$ cat src/include/i2cs_pkg.sv
// Purpose: shared constants for the i2c slave port
// Assumes: 25 MHz core clock, scl and sda sampled as plain inputs
// Notes: states of the byte engine live here too
package i2cs_pkg;
  // ************************************************
  // addressing
  // ************************************************
  localparam logic [6:0] SLAVE_ADDR = 7'h51; // 1010001
  localparam logic DIR_READ = 1'b1;
  localparam logic DIR_WRITE = 1'b0;
  // ************************************************
  // bit counting and fields
  // ************************************************
  localparam logic [2:0] BIT_LAST = 3'h7;
  localparam logic [2:0] BIT_FIRST = 3'h0;
  localparam int SYNC_DEPTH = 2;
  localparam logic [7:0] PTR_RESET = 8'h00;
  localparam logic [7:0] BYTE_ZERO = 8'h00;
  // ************************************************
  // byte engine states
  // ************************************************
  typedef enum logic [2:0] {
    I2CS_IDLE,
    I2CS_RECV,
    I2CS_ACK,
    I2CS_SEND,
    I2CS_MACK,
    I2CS_IGNORE
  } i2cs_state_t;
endpackage : i2cs_pkg

$ cat src/verilog/i2cs_sync.sv
// Purpose: two flip-flop synchroniser for one bus pin
// Assumes: input is asynchronous to core_clk_i
// Notes: reset value is the idle (released) level
`timescale 1ns/1ps
module i2cs_sync (
  input wire logic core_clk_i,
  input wire logic srst_i,
  input wire logic pin_i,
  output logic sync_o
);
  logic meta_reg;
  // ************************************************
  // two stage capture
  // ************************************************
  // meta_reg is read only by the second stage
  always_ff @(posedge core_clk_i)
  begin
    if (srst_i)
    begin
      meta_reg <= 1'b1;
      sync_o <= 1'b1;
    end
    else
    begin
      meta_reg <= pin_i;
      sync_o <= meta_reg;
    end
  end
endmodule : i2cs_sync

$ cat src/verilog/i2cs_port.sv
// Purpose: slave-only i2c port of a real-time clock, register side as strobes
// Assumes: scl and sda are oversampled by core_clk_i (40 ns vs 320 ns bench scl)
// Notes: sda is open drain: sda_oe_o high pulls the wire low
// How it works
// - sda change while scl high is control
// - sda fall with scl high starts
// - sda rise with scl high stops
// - slave only, never drives start/stop
// - eight bits then one ack clock
// - addressed receiver acks every byte
// - acker holds sda low through scl high
// - on master nack, release sda high
// - respond only to address 1010001
// - address lsb: 1 read, 0 write
// - stop ends a write
// - on battery, ignore all bus activity
// - aborted transfer marks time state invalid
`timescale 1ns/1ps
module i2cs_port (
  input wire logic core_clk_i,
  input wire logic srst_i,
  input wire logic scl_i,
  input wire logic sda_i,
  input wire logic on_battery_i,
  input wire logic [7:0] rd_data_i,
  output logic sda_oe_o,
  output logic sda_out_o,
  output logic [7:0] reg_ptr_o,
  output logic [7:0] wr_data_o,
  output logic wr_stb_o,
  output logic rd_stb_o,
  output logic busy_o,
  output logic time_invalid_o
);
  logic scl_s;
  logic sda_s;
  logic bat_s;
  logic scl_d_reg;
  logic sda_d_reg;
  i2cs_pkg::i2cs_state_t state_reg;
  i2cs_pkg::i2cs_state_t state_next;
  logic [2:0] bit_reg;
  logic [7:0] shift_reg;
  logic addr_phase_reg;
  logic ptr_phase_reg;
  logic dir_reg;
  logic nack_reg;
  logic ack_arm_reg;

  // ************************************************
  // pin synchronisers
  // ************************************************
  i2cs_sync u_scl (
    .core_clk_i(core_clk_i),
    .srst_i(srst_i),
    .pin_i(scl_i),
    .sync_o(scl_s)
  );
  i2cs_sync u_sda (
    .core_clk_i(core_clk_i),
    .srst_i(srst_i),
    .pin_i(sda_i),
    .sync_o(sda_s)
  );
  i2cs_sync u_bat (
    .core_clk_i(core_clk_i),
    .srst_i(srst_i),
    .pin_i(on_battery_i),
    .sync_o(bat_s)
  );

  // ************************************************
  // condition and edge decode
  // ************************************************
  wire scl_rise = scl_s & ~scl_d_reg;
  wire scl_fall = ~scl_s & scl_d_reg;
  // sda moving while scl stays high is never data
  wire start_det = scl_s & scl_d_reg & sda_d_reg & ~sda_s;
  wire stop_det = scl_s & scl_d_reg & ~sda_d_reg & sda_s;
  wire byte_done = scl_rise & (bit_reg == i2cs_pkg::BIT_LAST);
  wire [7:0] rx_byte = {shift_reg[6:0], sda_s};
  wire addr_hit = (rx_byte[7:1] == i2cs_pkg::SLAVE_ADDR);
  wire addr_read = (rx_byte[0] == i2cs_pkg::DIR_READ);
  wire in_frame = (state_reg != i2cs_pkg::I2CS_IDLE);
  // battery taking over inside a frame leaves the time state suspect
  wire abort_det = bat_s & in_frame;
  // the ack clock opens only at the fall that ends bit eight
  wire in_ack_clk = ack_arm_reg || scl_fall;
  wire ack_end = scl_fall && ack_arm_reg;

  // ************************************************
  // next state
  // ************************************************
  always_comb
  begin
    state_next = state_reg;
    unique case (state_reg)
      i2cs_pkg::I2CS_IDLE:
        state_next = state_reg;
      i2cs_pkg::I2CS_RECV:
        if (byte_done)
          state_next = (addr_phase_reg && !addr_hit) ? i2cs_pkg::I2CS_IGNORE
                                                     : i2cs_pkg::I2CS_ACK;
      i2cs_pkg::I2CS_ACK:
        if (ack_end)
          state_next = dir_reg ? i2cs_pkg::I2CS_SEND : i2cs_pkg::I2CS_RECV;
      i2cs_pkg::I2CS_SEND:
        if (byte_done)
          state_next = i2cs_pkg::I2CS_MACK;
      i2cs_pkg::I2CS_MACK:
        if (ack_end)
          state_next = nack_reg ? i2cs_pkg::I2CS_IGNORE : i2cs_pkg::I2CS_SEND;
      i2cs_pkg::I2CS_IGNORE:
        state_next = state_reg;
      default:
        state_next = i2cs_pkg::I2CS_IDLE;
    endcase
    // start or stop override any byte position; no bus at all on battery
    if (bat_s)
      state_next = i2cs_pkg::I2CS_IDLE;
    else if (start_det)
      state_next = i2cs_pkg::I2CS_RECV;
    else if (stop_det)
      state_next = i2cs_pkg::I2CS_IDLE;
  end

  // ************************************************
  // edge history and state
  // ************************************************
  always_ff @(posedge core_clk_i)
  begin
    if (srst_i)
    begin
      scl_d_reg <= 1'b1;
      sda_d_reg <= 1'b1;
      state_reg <= i2cs_pkg::I2CS_IDLE;
    end
    else
    begin
      scl_d_reg <= scl_s;
      sda_d_reg <= sda_s;
      state_reg <= state_next;
    end
  end

  // ************************************************
  // ack clock tracking
  // ************************************************
  // armed by the fall after bit eight; leaving ack or mack disarms
  always_ff @(posedge core_clk_i)
  begin
    if (srst_i || (state_next != i2cs_pkg::I2CS_ACK && state_next != i2cs_pkg::I2CS_MACK))
      ack_arm_reg <= 1'b0;
    else if (scl_fall)
      ack_arm_reg <= 1'b1;
  end

  // ************************************************
  // bit counter and shifter
  // ************************************************
  always_ff @(posedge core_clk_i)
  begin
    if (srst_i || start_det || state_next == i2cs_pkg::I2CS_ACK ||
        state_next == i2cs_pkg::I2CS_MACK)
      bit_reg <= i2cs_pkg::BIT_FIRST;
    else if (scl_rise)
      bit_reg <= bit_reg + 3'h1;
    if (srst_i)
      shift_reg <= i2cs_pkg::BYTE_ZERO;
    else if (state_reg == i2cs_pkg::I2CS_ACK && ack_end && dir_reg)
      shift_reg <= rd_data_i; // load byte to send
    else if (state_reg == i2cs_pkg::I2CS_MACK && ack_end)
      shift_reg <= rd_data_i;
    else if (state_reg == i2cs_pkg::I2CS_SEND && scl_fall)
      shift_reg <= {shift_reg[6:0], 1'b1}; // msb first
    else if (state_reg == i2cs_pkg::I2CS_RECV && scl_rise)
      shift_reg <= rx_byte;
  end

  // ************************************************
  // transfer phase, direction, master ack
  // ************************************************
  always_ff @(posedge core_clk_i)
  begin
    if (srst_i || start_det)
    begin
      addr_phase_reg <= 1'b1;
      ptr_phase_reg <= 1'b1;
      dir_reg <= i2cs_pkg::DIR_WRITE;
      nack_reg <= 1'b0;
    end
    else
    begin
      if (state_reg == i2cs_pkg::I2CS_RECV && byte_done)
      begin
        addr_phase_reg <= 1'b0;
        if (addr_phase_reg)
          dir_reg <= addr_read;
        else
          ptr_phase_reg <= 1'b0;
      end
      if (state_reg == i2cs_pkg::I2CS_MACK && scl_rise)
        nack_reg <= sda_s;
    end
  end

  // ************************************************
  // register side: pointer and strobes
  // ************************************************
  wire data_wr = state_reg == i2cs_pkg::I2CS_RECV && byte_done &&
                 !addr_phase_reg && !ptr_phase_reg;
  wire ptr_ld = state_reg == i2cs_pkg::I2CS_RECV && byte_done &&
                !addr_phase_reg && ptr_phase_reg;
  wire data_rd = (state_reg == i2cs_pkg::I2CS_MACK || state_reg == i2cs_pkg::I2CS_ACK)
                 && ack_end && dir_reg && !nack_reg;
  always_ff @(posedge core_clk_i)
  begin
    if (srst_i)
    begin
      reg_ptr_o <= i2cs_pkg::PTR_RESET;
      wr_data_o <= i2cs_pkg::BYTE_ZERO;
      wr_stb_o <= 1'b0;
      rd_stb_o <= 1'b0;
    end
    else
    begin
      wr_stb_o <= data_wr;
      rd_stb_o <= data_rd;
      if (ptr_ld)
        reg_ptr_o <= rx_byte;
      else if (wr_stb_o || rd_stb_o)
        reg_ptr_o <= reg_ptr_o + 8'h01;
      if (data_wr)
        wr_data_o <= rx_byte;
    end
  end

  // ************************************************
  // open-drain sda drive, slave only
  // ************************************************
  // only ack or data bits are driven, never at scl high edges: no start/stop
  wire drive_ack = state_reg == i2cs_pkg::I2CS_ACK && state_next == i2cs_pkg::I2CS_ACK &&
                   in_ack_clk;
  // the last read bit stays until scl falls, else a release would look like a stop
  wire hold_last = state_next == i2cs_pkg::I2CS_MACK &&
                   !(state_reg == i2cs_pkg::I2CS_MACK && in_ack_clk);
  wire drive_bit = (state_next == i2cs_pkg::I2CS_SEND || hold_last) && !shift_reg[7];
  always_ff @(posedge core_clk_i)
  begin
    if (srst_i)
    begin
      sda_oe_o <= 1'b0;
      sda_out_o <= 1'b0;
      busy_o <= 1'b0;
      time_invalid_o <= 1'b0;
    end
    else
    begin
      // released on nack, ignore and idle
      sda_oe_o <= (drive_ack || drive_bit) && !bat_s;
      sda_out_o <= 1'b0;
      busy_o <= (state_next != i2cs_pkg::I2CS_IDLE);
      if (abort_det)
        time_invalid_o <= 1'b1;
    end
  end
endmodule : i2cs_port

$ cat config.mk
export PLATFORM = sky130hd
export DESIGN_NAME = i2cs_port
export DESIGN_NICKNAME = d
export VERILOG_FILES = /design/src/include/i2cs_pkg.sv /design/src/verilog/i2cs_sync.sv /design/src/verilog/i2cs_port.sv
export SDC_FILE = /design/constraint.sdc
export NUM_CORES = 1
export LEC_CHECK = 0
export BUFFER_PORTS_ARGS = -buffer_cell sky130_fd_sc_hd__buf_2
export CELL_PAD_IN_SITES_DETAIL_PLACEMENT = 0
export CELL_PAD_IN_SITES_GLOBAL_PLACEMENT = 1
export CORE_MARGIN = 2
export CORE_UTILIZATION = 45
export DETAILED_ROUTE_END_ITERATION = 16
export PLACE_DENSITY_LB_ADDON = 0.1
export SLEW_MARGIN = 20
export SYNTH_ARGS = -nofsm -noshare
export SYNTH_HDL_FRONTEND = slang
export SYNTH_SLANG_ARGS = --single-unit
$ cat constraint.sdc
create_clock -name core_clk_i -period 2.59 [get_ports core_clk_i]
set_input_delay 0.259 -clock core_clk_i [delete_from_list [all_inputs] [get_ports core_clk_i]]
set_output_delay 0.259 -clock core_clk_i [all_outputs]
set_load 0.1 [all_outputs]
* After elaboration in Yosys (flattened, before gate mapping)
Cells that the tools add are included.
** Word-level totals
- Flip-flop bits (word level) :: 48
- Input port bits :: 13
- Word-level logic and storage cells :: 114
** Cells by class
- Add/subtract/negate cells :: 2
- Equality and inequality tests :: 12
- Muxes and demuxes :: 17
- Bitwise gates (word level) :: 14
- Reductions and logical operators :: 46
** Operators by type and width (number)
- 8-bit two-way mux :: 6
- 3-bit two-way mux :: 9
- 1-bit logical AND :: 22
- 3-bit case mux with 5 select lines :: 1
- 3-bit by 2-bit equality test with 1-bit output (second input constant) :: 4
- 3-bit equality test (second input constant) :: 4
- 1-bit bitwise AND :: 9
- 1-bit logical OR :: 9
- 8-bit by 1-bit adder with 8-bit output (second input constant) :: 1
- 7-bit equality test (second input constant) :: 1
- 1-bit logical NOT :: 7
- 3-bit nonzero test :: 2
- 1-bit inverter :: 5
- 2-bit AND reduction :: 2
- 4-bit nonzero test :: 1
- 3-bit by 1-bit adder with 3-bit output (second input constant) :: 1
- 3-bit by 1-bit equality test with 1-bit output (second input constant) :: 1
- 3-bit logical NOT :: 1
- 3-bit by 2-bit != test with 1-bit output (second input constant) :: 1
- 3-bit != test (second input constant) :: 1
- 2-bit two-way mux :: 1
- 2-bit nonzero test :: 1
- 2-bit OR reduction :: 1

* Longest topological paths before layout
Gate-level depths: netlist of run 1.
- Word-level depth :: 15
- Mapped depth :: 8

* By module
From an unflattened synthesis of run 1, not the netlist that was laid out.
** Second synthesis, totals
- Cells, all modules :: 237
- Area total of the unflattened synthesis :: 2297.2 sq um
** Modules (own cells, without submodules)
- i2cs_port :: times used 1, cells an instance 225, area an instance 2139.6 sq um
- i2cs_sync :: times used 3, cells an instance 4, area an instance 52.6 sq um

* Least setup slack after synthesis of run 1
OpenSTA, ideal clock, no wires.
- Path kind :: register to register
- From :: reg reg_ptr_o[2]
- To :: reg reg_ptr_o[7]
- Library setup time :: 0.086 ns
- Arrival :: 1.975 ns
- Required time :: 2.504 ns
- Slack :: 0.529 ns
- Stages on the path, launching flop included :: 6
- Buffers on the path :: 0
- Clock period less this slack :: 2.061 ns
- Cell sequence :: dfxtp_1 -> o211a_1 -> and3_1 -> nand4_1 -> xor2_1 -> a211oi_1
** Between the ends
- Longest elaborated chain between the ends :: 3
** RTL lines
- start, declared :: RTL line i2cs_port.sv:28 : output logic [7:0] reg_ptr_o,
- start signal, assigned :: RTL line i2cs_port.sv:220 : reg_ptr_o <= i2cs_pkg::PTR_RESET;
- start signal, assigned :: RTL line i2cs_port.sv:230 : reg_ptr_o <= rx_byte;
- start signal, assigned :: RTL line i2cs_port.sv:232 : reg_ptr_o <= reg_ptr_o + 8'h01;
- 8-bit by 1-bit adder with 8-bit output :: RTL line i2cs_port.sv:232
- 8-bit two-way mux :: RTL line i2cs_port.sv:231 : else if (wr_stb_o || rd_stb_o)
- 8-bit two-way mux :: RTL line i2cs_port.sv:229 : if (ptr_ld)
Every way passes these cells. The select of a mux whose other input is x is not followed.
A chain may end at the register's enable or synchronous reset.

* Worst setup path in the final report of run 1
- From :: reg state_reg[0]
- To :: reg wr_data_o[3]
** Between the ends
- Longest elaborated chain between the ends :: 4
** RTL lines
- start, declared :: RTL line i2cs_port.sv:40 : i2cs_pkg::i2cs_state_t state_reg;
- start signal, assigned :: RTL line i2cs_port.sv:136 : state_reg <= i2cs_pkg::I2CS_IDLE;
- start signal, assigned :: RTL line i2cs_port.sv:142 : state_reg <= state_next;
- 3-bit by 1-bit equality test with 1-bit output :: RTL line i2cs_port.sv:210 : wire data_wr = state_reg == i2cs_pkg::I2CS_RECV && byte_done &&
- 1-bit logical AND (2 in series) :: RTL line i2cs_port.sv:210
- 1-bit logical AND :: RTL line i2cs_port.sv:211 : !addr_phase_reg && !ptr_phase_reg;
- end signal, assigned :: RTL line i2cs_port.sv:221 : wr_data_o <= i2cs_pkg::BYTE_ZERO;
- end signal, assigned :: RTL line i2cs_port.sv:234 : wr_data_o <= rx_byte;
- end, declared :: RTL line i2cs_port.sv:29 : output logic [7:0] wr_data_o,
Every way passes these cells.

==> key figures, run 1 <==
Outcome
  • Outcome: completed

Logic synthesis
  • Main synth FF type: sky130_fd_sc_hd__dfxtp_1
  • Summed instance area of the synthesized netlist: 0.002276 mm²
  • Library cells used by synthesis: 52
  • Number of nets produced by synthesis: 257
  • Mean area per synthesized cell: 9.444 µm²
  • Number of synthesized register bits: 48
  • Yosys top cell area share: 42.22%
  • Largest cells by area after synthesis: sky130_fd_sc_hd__dfxtp_1, sky130_fd_sc_hd__mux2i_1, sky130_fd_sc_hd__a211oi_1, sky130_fd_sc_hd__nor2_1, sky130_fd_sc_hd__xor2_1
  • Post-Syn Instances: 241
  • Post-synth EDFFs: 0
  • Most instantiated cells after synthesis: sky130_fd_sc_hd__dfxtp_1, sky130_fd_sc_hd__nor2_1, sky130_fd_sc_hd__mux2i_1
  • Fraction of registers with async set/reset: 0%
  • Part of the Yosys area used for sequential elements: 42.22%
  • Most common cell in the netlist: sky130_fd_sc_hd__dfxtp_1
  • Warning count from the yosys run: 0
  • Largest area contributor in the synthesized netlist: sky130_fd_sc_hd__dfxtp_1

Clock network
  • Buffer count from post-CTS setup fixing: 0
  • Maximum level of the CTS H-tree: 2
  • # hold bufs at CTS: 0
  • Clk Tree Root Cell: sky130_fd_sc_hd__clkbuf_8
  • Number of buffers added by the clock tree synthesis step: 5
  • Longest Clk Path Bufs: 2
  • Number of instances resized during post-cts repair: 0
  • CTS tree: yes
  • Clock-pin slew reported for the worst setup and hold paths after clock tree synthesis: 90 ps
  • Clk_lat worst skew: 300 ps
  • Count of clock tree sinks: 48

Power
  • Power share of the clock group: 36.2%
  • Internal power contribution: 0.9745 mW
  • Sw frac: 22.33%
  • Part of the power in registers: 59.8%
  • Switch Pwr: 0.2801 mW
  • Pwr dens: 492.3 mW/mm²
  • Largest vdd supply drop: 315.2 µV
  • Static Leakage: 1.085 nW
  • Logic gate share of total power: 4.0%

Timing
  • Post-route clock period utilization: 78.29%
  • Total negative slack: 0 ps
  • Tightest slew margin relative to the limit: 60.21%
  • Slew at the pin closest to its max-slew limit: 595.0 ps
  • Final hold violation count: 0
  • Setup repair after global routing missed its margin: no
  • Post-route worst hold slack: 137.2 ps
  • Number of slew-limit violations in the final report: 0
  • Final period demand of the worst path: 2028 ps
  • Maximum achievable frequency: 493.2 MHz
  • Clock skew after layout: 5.234 ps
  • Final count of negative-setup-slack endpoints: 0

Floorplanning
  • Vertical extent of the die: 75.12 µm
  • Count of pins on the block boundary: 35
  • Total number of placement rows: 25
  • Starting density of the core: 47.56%
  • Core area: 0.004786 mm²
  • Chip width: 75.12 µm
  • Die area: 0.005642 mm²

Drt
  • Residual antenna-violating net count after detailed routing: 0
  • Total number of vias: 1,754
  • Final routed wire length divided by cell count: 14.16 µm
  • First drt pass iteration count: 5
  • Vias per std cell: 5.236
  • Wirelength, routed: 4.742 mm
  • Count of unresolved DRC violations after routing: 0
  • Violation count after the first detailed-route iteration: 97

GRT
  • Met3 routing resource usage after global routing: 4.685%
  • Antenna violations before repair: 0
  • Met2 Resource Use GR: 25.54%
  • Number of global-route vias before repair: 1,548
  • Met1 usage in global routing: 26.18%
  • Global route total overflow: 0
  • Aggregate global-route resource usage: 17.91%
  • Largest net degree at the start of global routing: 38
  • First-pass GRT wire length: 7.603 mm
  • Layer carrying the most global-route usage: met1

Cells and area
  • Fillers: 457
  • Fraction of layout cells with a size suffix above 1: 22.76%
  • Layout Cell Area excl Fill: 0.002549 mm²
  • Final Net Count: 284
  • Footprint of the multi-input gates: 0.001206 mm²
  • Number of diodes: 0
  • Area of all sequential standard cells: 960.9 µm²
  • Layout overhead on the synthesized area: 11.98%

Placed design
  • Number of port buffers: 33
  • Routability Congestion: 0.8691
  • Placed standard-cell area: 0.002457 mm²
  • HPWL reported at the end of detailed placement: 3.394 mm

Setup path
  • Kind of launch point of the worst setup path: flop
  • Flop-to-flop setup slack: 560 ps
  • Crit path buf inv count: 0
  • Worst flop-to-flop path startpoint: state_reg[0]$_SDFF_PP0_
  • Cell with the largest stage delay on the worst path: sky130_fd_sc_hd__dfxtp_1
  • Req. time, crit path: 2770 ps
  • Arrival time of data at the critical path endpoint: 2210 ps
  • Crit path kind: reg -> reg
  • Worst path max stage delay: 600 ps
  • First element of the critical path: state_reg[0]$_SDFF_PP0_
  • Critical Path, Cell by Cell: nor3b_1 > nand2_1 > nor3_4 > mux2i_1 > nor2_1
  • Worst-path fanout max: 15
  • Category of cells accounting for the largest share of critical-path delay: simple AND/OR/NAND/NOR gates
  • Type of destination of the critical path: flop

Worst hold path
  • Worst min-delay path category: in -> reg
  • Hold path start: on_battery_i

Flow run
  • Max Cap Viol: 0
-- final cells by class --
cell class / instances / share of cell area (%)
multi-input combinational: 173 / 47.32
sequential: 48 / 37.70
timing repair buffer: 37 / 7.658
tap: 67 / 3.289
clock buffer: 6 / 3.240
inverter: 3 / 0.4418
clock inverter: 1 / 0.3436
-- cells by family after synthesis --
family                   synth area share [%]
other                                  0.1648
AND/OR/NAND/NOR                         22.05
XOR/XNOR                                3.464
AO/OA/AOI/OAI                           16.44
flip-flops                              42.22
buffers and inverters                   4.783
adder cells (fa/ha/maj)                 1.649
multiplexers                            9.236
-- through the flow --
step | util [%] | cells | setup WS (ps) | total power [mW]
finish | 53.25 | 335 | 562.3 | 1.255
global route | 53.25 | 335 | 321.9 | 1.309
CTS | 53.25 | 335 | 566.2 | 1.277
detailed placement | 51.35 | 328 | 576.4 | 0.8178
global placement | 51.35 | 328 | 647.3 | 0.8179
floorplan | - | 241 | 529.1 | 0.8020
-- power groups by stage --
stage                     Sequential (mW)  Combinational (mW)  Clock [mW]
after detailed placement            0.767              0.0503           0
after global placement              0.767              0.0507           0
after CTS                           0.750              0.0503       0.476
after global routing                0.751              0.0549       0.502
after floorplan                     0.765              0.0366           0
final                               0.750              0.0499       0.455
-- routing by layer --
metal	part of all wire [%]	vias to the layer above
met2	41	47
met5	0	-
met4	1.2	0
li1	-	917
met1	53	786
met3	4.8	4
-- final timing paths --
path                               end  cells after the start
min reg2reg    u_bat.sync_o$_SDFF_PP1_                      1
min          u_bat.meta_reg$_SDFF_PP1_                      2
max          wr_data_o[3]$_SDFFE_PP0P_                      5
max reg2reg  wr_data_o[3]$_SDFFE_PP0P_                      5
-- layout by cell type, fill, tap and decap left out, types with 5 or more instances in the layout --
| master | Yosys | final |
|---|---|---|
| sky130_fd_sc_hd__or2_2 | 9 | 9 |
| sky130_fd_sc_hd__a21oi_1 | 6 | 6 |
| sky130_fd_sc_hd__nand2_1 | 12 | 12 |
| sky130_fd_sc_hd__nor2_1 | 30 | 30 |
| sky130_fd_sc_hd__xor2_1 | 7 | 7 |
| sky130_fd_sc_hd__o21ai_0 | 5 | 5 |
| sky130_fd_sc_hd__a211oi_1 | 18 | 18 |
| sky130_fd_sc_hd__mux2i_1 | 21 | 21 |
| sky130_fd_sc_hd__clkbuf_8 | 2 | 6 |
| sky130_fd_sc_hd__buf_2 | 5 | 33 |
| sky130_fd_sc_hd__nor2b_1 | 5 | 5 |
| sky130_fd_sc_hd__dfxtp_1 | 48 | 48 |
-- worst register-to-register path, stage by stage (launching register included) --
cell and delay [ps]:
sky130_fd_sc_hd__dfxtp_1 600, sky130_fd_sc_hd__nor3b_1 300, sky130_fd_sc_hd__nand2_1 200, sky130_fd_sc_hd__nor3_4 500, sky130_fd_sc_hd__mux2i_1 270, sky130_fd_sc_hd__nor2_1 50
Note: power is estimated with default switching activity, not from simulation.
==> run 2: changes to the inputs <==
--- a/config.mk
+++ b/config.mk
@@ -5,11 +5,12 @@
 export SDC_FILE = /design/constraint.sdc
 export NUM_CORES = 1
 export LEC_CHECK = 0
+export ABC_AREA = 1
 export BUFFER_PORTS_ARGS = -buffer_cell sky130_fd_sc_hd__buf_2
 export CELL_PAD_IN_SITES_DETAIL_PLACEMENT = 0
 export CELL_PAD_IN_SITES_GLOBAL_PLACEMENT = 1
 export CORE_MARGIN = 2
-export CORE_UTILIZATION = 45
+export CORE_UTILIZATION = 36
 export DETAILED_ROUTE_END_ITERATION = 16
 export PLACE_DENSITY_LB_ADDON = 0.1
 export SLEW_MARGIN = 20
==> constraint.sdc (replaced) <==
create_clock -name core_clk_i -period 1.83 [get_ports core_clk_i]
set_input_delay 0.183 -clock core_clk_i [delete_from_list [all_inputs] [get_ports core_clk_i]]
set_output_delay 0.183 -clock core_clk_i [all_outputs]
set_load 0.1 [all_outputs]
==> key figures, run 2 <==
Floorplanning
  • Chip width: 81.86 µm (+9.0%)
  • Vertical extent of the die: 81.86 µm (+9.0%)
  • Die area: 0.006700 mm² (+19%)
  • Total number of placement rows: 28 (+12%)
  • Core area: 0.005886 mm² (+23%)
  • Count of pins on the block boundary: 35 (unchanged)
  • Starting density of the core: 37.07% (-10 points)

GRT
  • Antenna violations before repair: 0 (unchanged)
  • Global route total overflow: 0 (unchanged)
  • Aggregate global-route resource usage: 16.25% (-1.7 points)
  • First-pass GRT wire length: 8.238 mm (+8.4%)
  • Number of global-route vias before repair: 1,807 (+17%)
  • Largest net degree at the start of global routing: 24 (-37%)

Logic synthesis
  • Number of synthesized register bits: 48 (unchanged)
  • Most common cell in the netlist: sky130_fd_sc_hd__nand2_1
  • Part of the Yosys area used for sequential elements: 44.04% (+1.8 points)
  • Summed instance area of the synthesized netlist: 0.002182 mm² (-4.1%)
  • Main synth FF type: sky130_fd_sc_hd__dfxtp_1
  • Largest area contributor in the synthesized netlist: sky130_fd_sc_hd__dfxtp_1
  • Fraction of registers with async set/reset: 0% (unchanged)
  • Largest cells by area after synthesis: sky130_fd_sc_hd__dfxtp_1, sky130_fd_sc_hd__nand2_1, sky130_fd_sc_hd__o21ai_0, sky130_fd_sc_hd__inv_1, sky130_fd_sc_hd__a21oi_1
  • Warning count from the yosys run: 0 (unchanged)
  • Post-Syn Instances: 290 (+20%)
  • Yosys top cell area share: 44.04% (+1.8 points)
  • Most instantiated cells after synthesis: sky130_fd_sc_hd__nand2_1, sky130_fd_sc_hd__dfxtp_1, sky130_fd_sc_hd__inv_1
  • Mean area per synthesized cell: 7.524 µm² (-20%)
  • Library cells used by synthesis: 38 (-27%)
  • Post-synth EDFFs: 0 (unchanged)
  • Number of nets produced by synthesis: 306 (+19%)

Cells and area
  • Fraction of layout cells with a size suffix above 1: 31.29% (+8.5 points)
  • Area of all sequential standard cells: 974.7 µm² (+1.4%)
  • Fillers: 627 (+37%)
  • Number of diodes: 0 (unchanged)
  • Highest-count cells in the layout ignoring fill and taps: sky130_fd_sc_hd__nand2_1, sky130_fd_sc_hd__dfxtp_1, sky130_fd_sc_hd__inv_1, sky130_fd_sc_hd__buf_2, sky130_fd_sc_hd__o21ai_0
  • Commonest non-fill, non-tap cell in the layout: sky130_fd_sc_hd__nand2_1
  • Share of the core filled with cells: 45.73% (-7.5 points)
  • Final Net Count: 357 (+26%)
  • Footprint of the multi-input gates: 0.001065 mm² (-12%)
  • Layout overhead on the synthesized area: 23.34%

Setup path
  • Crit path kind: reg -> reg
  • Arrival time of data at the critical path endpoint: 1920 ps (-290 ps)
  • Kind of launch point of the worst setup path: flop
  • Req. time, crit path: 2020 ps (-750 ps)
  • Critical Path, Cell by Cell: ha_1 > ha_2 > nand2_4 > inv_1 > nand2_1 > nand2_1 > nand2_1 > a21oi_2 > and2_4 > or3_1
  • Worst-path fanout max: 6 (-9)
  • Cell with the largest stage delay on the worst path: sky130_fd_sc_hd__or3_1
  • Type of destination of the critical path: flop
  • Most numerous cell on the critical path: sky130_fd_sc_hd__nand2_1
  • Worst path max stage delay: 340 ps (-260 ps)

Power
  • Post-route total power: 1.814 mW (+45%)
  • Logic gate share of total power: 4.1% (about the same)
  • Largest vdd supply drop: 298.3 µV (-5.4%)
  • Switch Pwr: 0.4296 mW (+53%)
  • Static Leakage: 1.209 nW (+11%)
  • Power share of the clock group: 37.6% (+1.4 points)
  • Pwr dens: 673.8 mW/mm² (+37%)
  • Part of the power in registers: 58.3% (-1.5 points)
  • Internal power contribution: 1.384 mW (+42%)
  • Sw frac: 23.69% (+1.4 points)

Clock network
  • Longest Clk Path Bufs: 2 (unchanged)
  • CTS tree: yes
  • Clk Tree Root Cell: sky130_fd_sc_hd__clkbuf_8
  • # hold bufs at CTS: 0 (unchanged)
  • Clk_lat worst skew: 310 ps (about the same)
  • Clock-pin slew reported for the worst setup and hold paths after clock tree synthesis: 90 ps (about the same)
  • Maximum level of the CTS H-tree: 2 (unchanged)
  • Number of buffers added by the clock tree synthesis step: 5 (unchanged)
  • Count of clock tree sinks: 48 (unchanged)

Drt
  • Count of unresolved DRC violations after routing: 0 (unchanged)
  • Total number of vias: 1,986 (+13%)
  • Final routed wire length divided by cell count: 12.43 µm (-12%)
  • First drt pass iteration count: 5 (unchanged)
  • Residual antenna-violating net count after detailed routing: 0 (unchanged)
  • Wirelength, routed: 5.184 mm (+9.3%)
  • Violation count after the first detailed-route iteration: 86 (-11%)
  • Vias per std cell: 4.763 (-9.0%)

Timing
  • Maximum achievable frequency: 579.3 MHz (+17%)
  • Final count of negative-setup-slack endpoints: 0 (unchanged)
  • Total negative slack: 0 ps (unchanged)
  • Post-route worst hold slack: 54.23 ps (-82.93 ps)
  • Final hold violation count: 0 (unchanged)
  • Clock skew after layout: 7.301 ps (+2.067 ps)
  • Post-route clock period utilization: 94.32% (+16 points)
  • Final period demand of the worst path: 1726 ps (-301.6 ps)
  • Number of slew-limit violations in the final report: 0 (unchanged)

Placed design
  • Number of port buffers: 33 (unchanged)
  • HPWL reported at the end of detailed placement: 3.856 mm (+14%)
  • Routability Congestion: 0.7708 (-11%)

Worst hold path
  • Worst min-delay path category: in -> reg

Outcome
  • Outcome: completed

Flow run
  • Max Cap Viol: 0 (unchanged)
-- run 2: cell count changes after synthesis, moves of 7 or more --
cell	before	now
sky130_fd_sc_hd__nor2_1	30	20
sky130_fd_sc_hd__a31oi_1	3	12
sky130_fd_sc_hd__nand2_1	12	59
sky130_fd_sc_hd__o21ai_0	5	27
sky130_fd_sc_hd__nand3_1	4	11
sky130_fd_sc_hd__inv_1	3	34
sky130_fd_sc_hd__a21oi_1	6	23
sky130_fd_sc_hd__a211oi_1	18	0
sky130_fd_sc_hd__mux2i_1	21	0
-- run 2: what timing repair did --
action,4_1_cts,5_1_grt
resized for setup,1,19
pin swaps,0,4
setup buffers,0,1
endpoints found under the setup margin,1,13
-- run 2: routing by layer --
layer	part of all wire [%]	routed length (µm)	vias to the layer above	track usage, %
met5	0	0	-	0
met4	2.1	110	0	5.833
met3	3.7	190	11	3.516
met2	49	2566	34	27.80
met1	45	2317	894	20.01
li1	-	-	1047	-
-- run 2: critical path, delay by kind of cell, from the launching register on --
kind                       cells  cell delay, ps
AOI/OAI and AO/OA              1              80
and+or+nand+nor                6             790
buffers and inverters          1              50
adders and majority gates      2             390
DFF                            1             330
-- run 2: cell families (layout without fill, tap and decap cells) --
family                     after synthesis  after routing  synth area share [%]
adders and majority gates                3              3                 1.720
other                                    1              1                0.1719
AOI/OAI and AO/OA                       73             73                 19.21
DFF                                     48             48                 44.04
and+or+nand+nor                        113            113                 23.97
buffers and inverters                   48            100                 9.289
xor gates and xnor gates                 4              4                 1.606
-- run 2: area by class of cell --
type	instances	area share, %
inverter	40	5.672
multi-input combinational	194	39.56
timing repair buffer	52	11.44
clock buffer	6	3.068
tap	75	3.487
clock inverter	2	0.5579
sequential	48	36.22
-- run 2: metrics by stage --
| step | instances | cell area (µm²) | worst slack [ps] |
|---|---|---|---|
| 2_1_floorplan | 290 | 2190 | 121.9 |
| 5_1_grt | 417 | 2691 | -12.21 |
| 3_3_place_gp | 408 | 2534 | 29.87 |
| 6_report | 417 | 2691 | 103.9 |
| 3_5_place_dp | 408 | 2534 | 18.38 |
| 4_1_cts | 416 | 2634 | 13.97 |
-- run 2: worst paths after layout --
path	endpoint	slack, ps	startpoint	cells after the start
setup / recovery	busy_o$_SDFF_PP0_	100	bit_reg[0]$_SDFFE_PP0P_	10
setup reg to reg	busy_o$_SDFF_PP0_	100	bit_reg[0]$_SDFFE_PP0P_	10
hold / removal	u_scl.meta_reg$_SDFF_PP1_	50	scl_i	2
hold reg to reg	u_bat.sync_o$_SDFF_PP1_	420	u_bat.meta_reg$_SDFF_PP1_	1
-- run 2: power by group through the flow --
stage | registers, mW | clock network, mW | logic (mW)
after detailed placement | 1.08 | 0 | 0.0720
after global routing | 1.06 | 0.750 | 0.0817
after global placement | 1.08 | 0 | 0.0717
after CTS | 1.06 | 0.712 | 0.0724
final | 1.06 | 0.682 | 0.0738
after floorplan | 1.08 | 0 | 0.0487
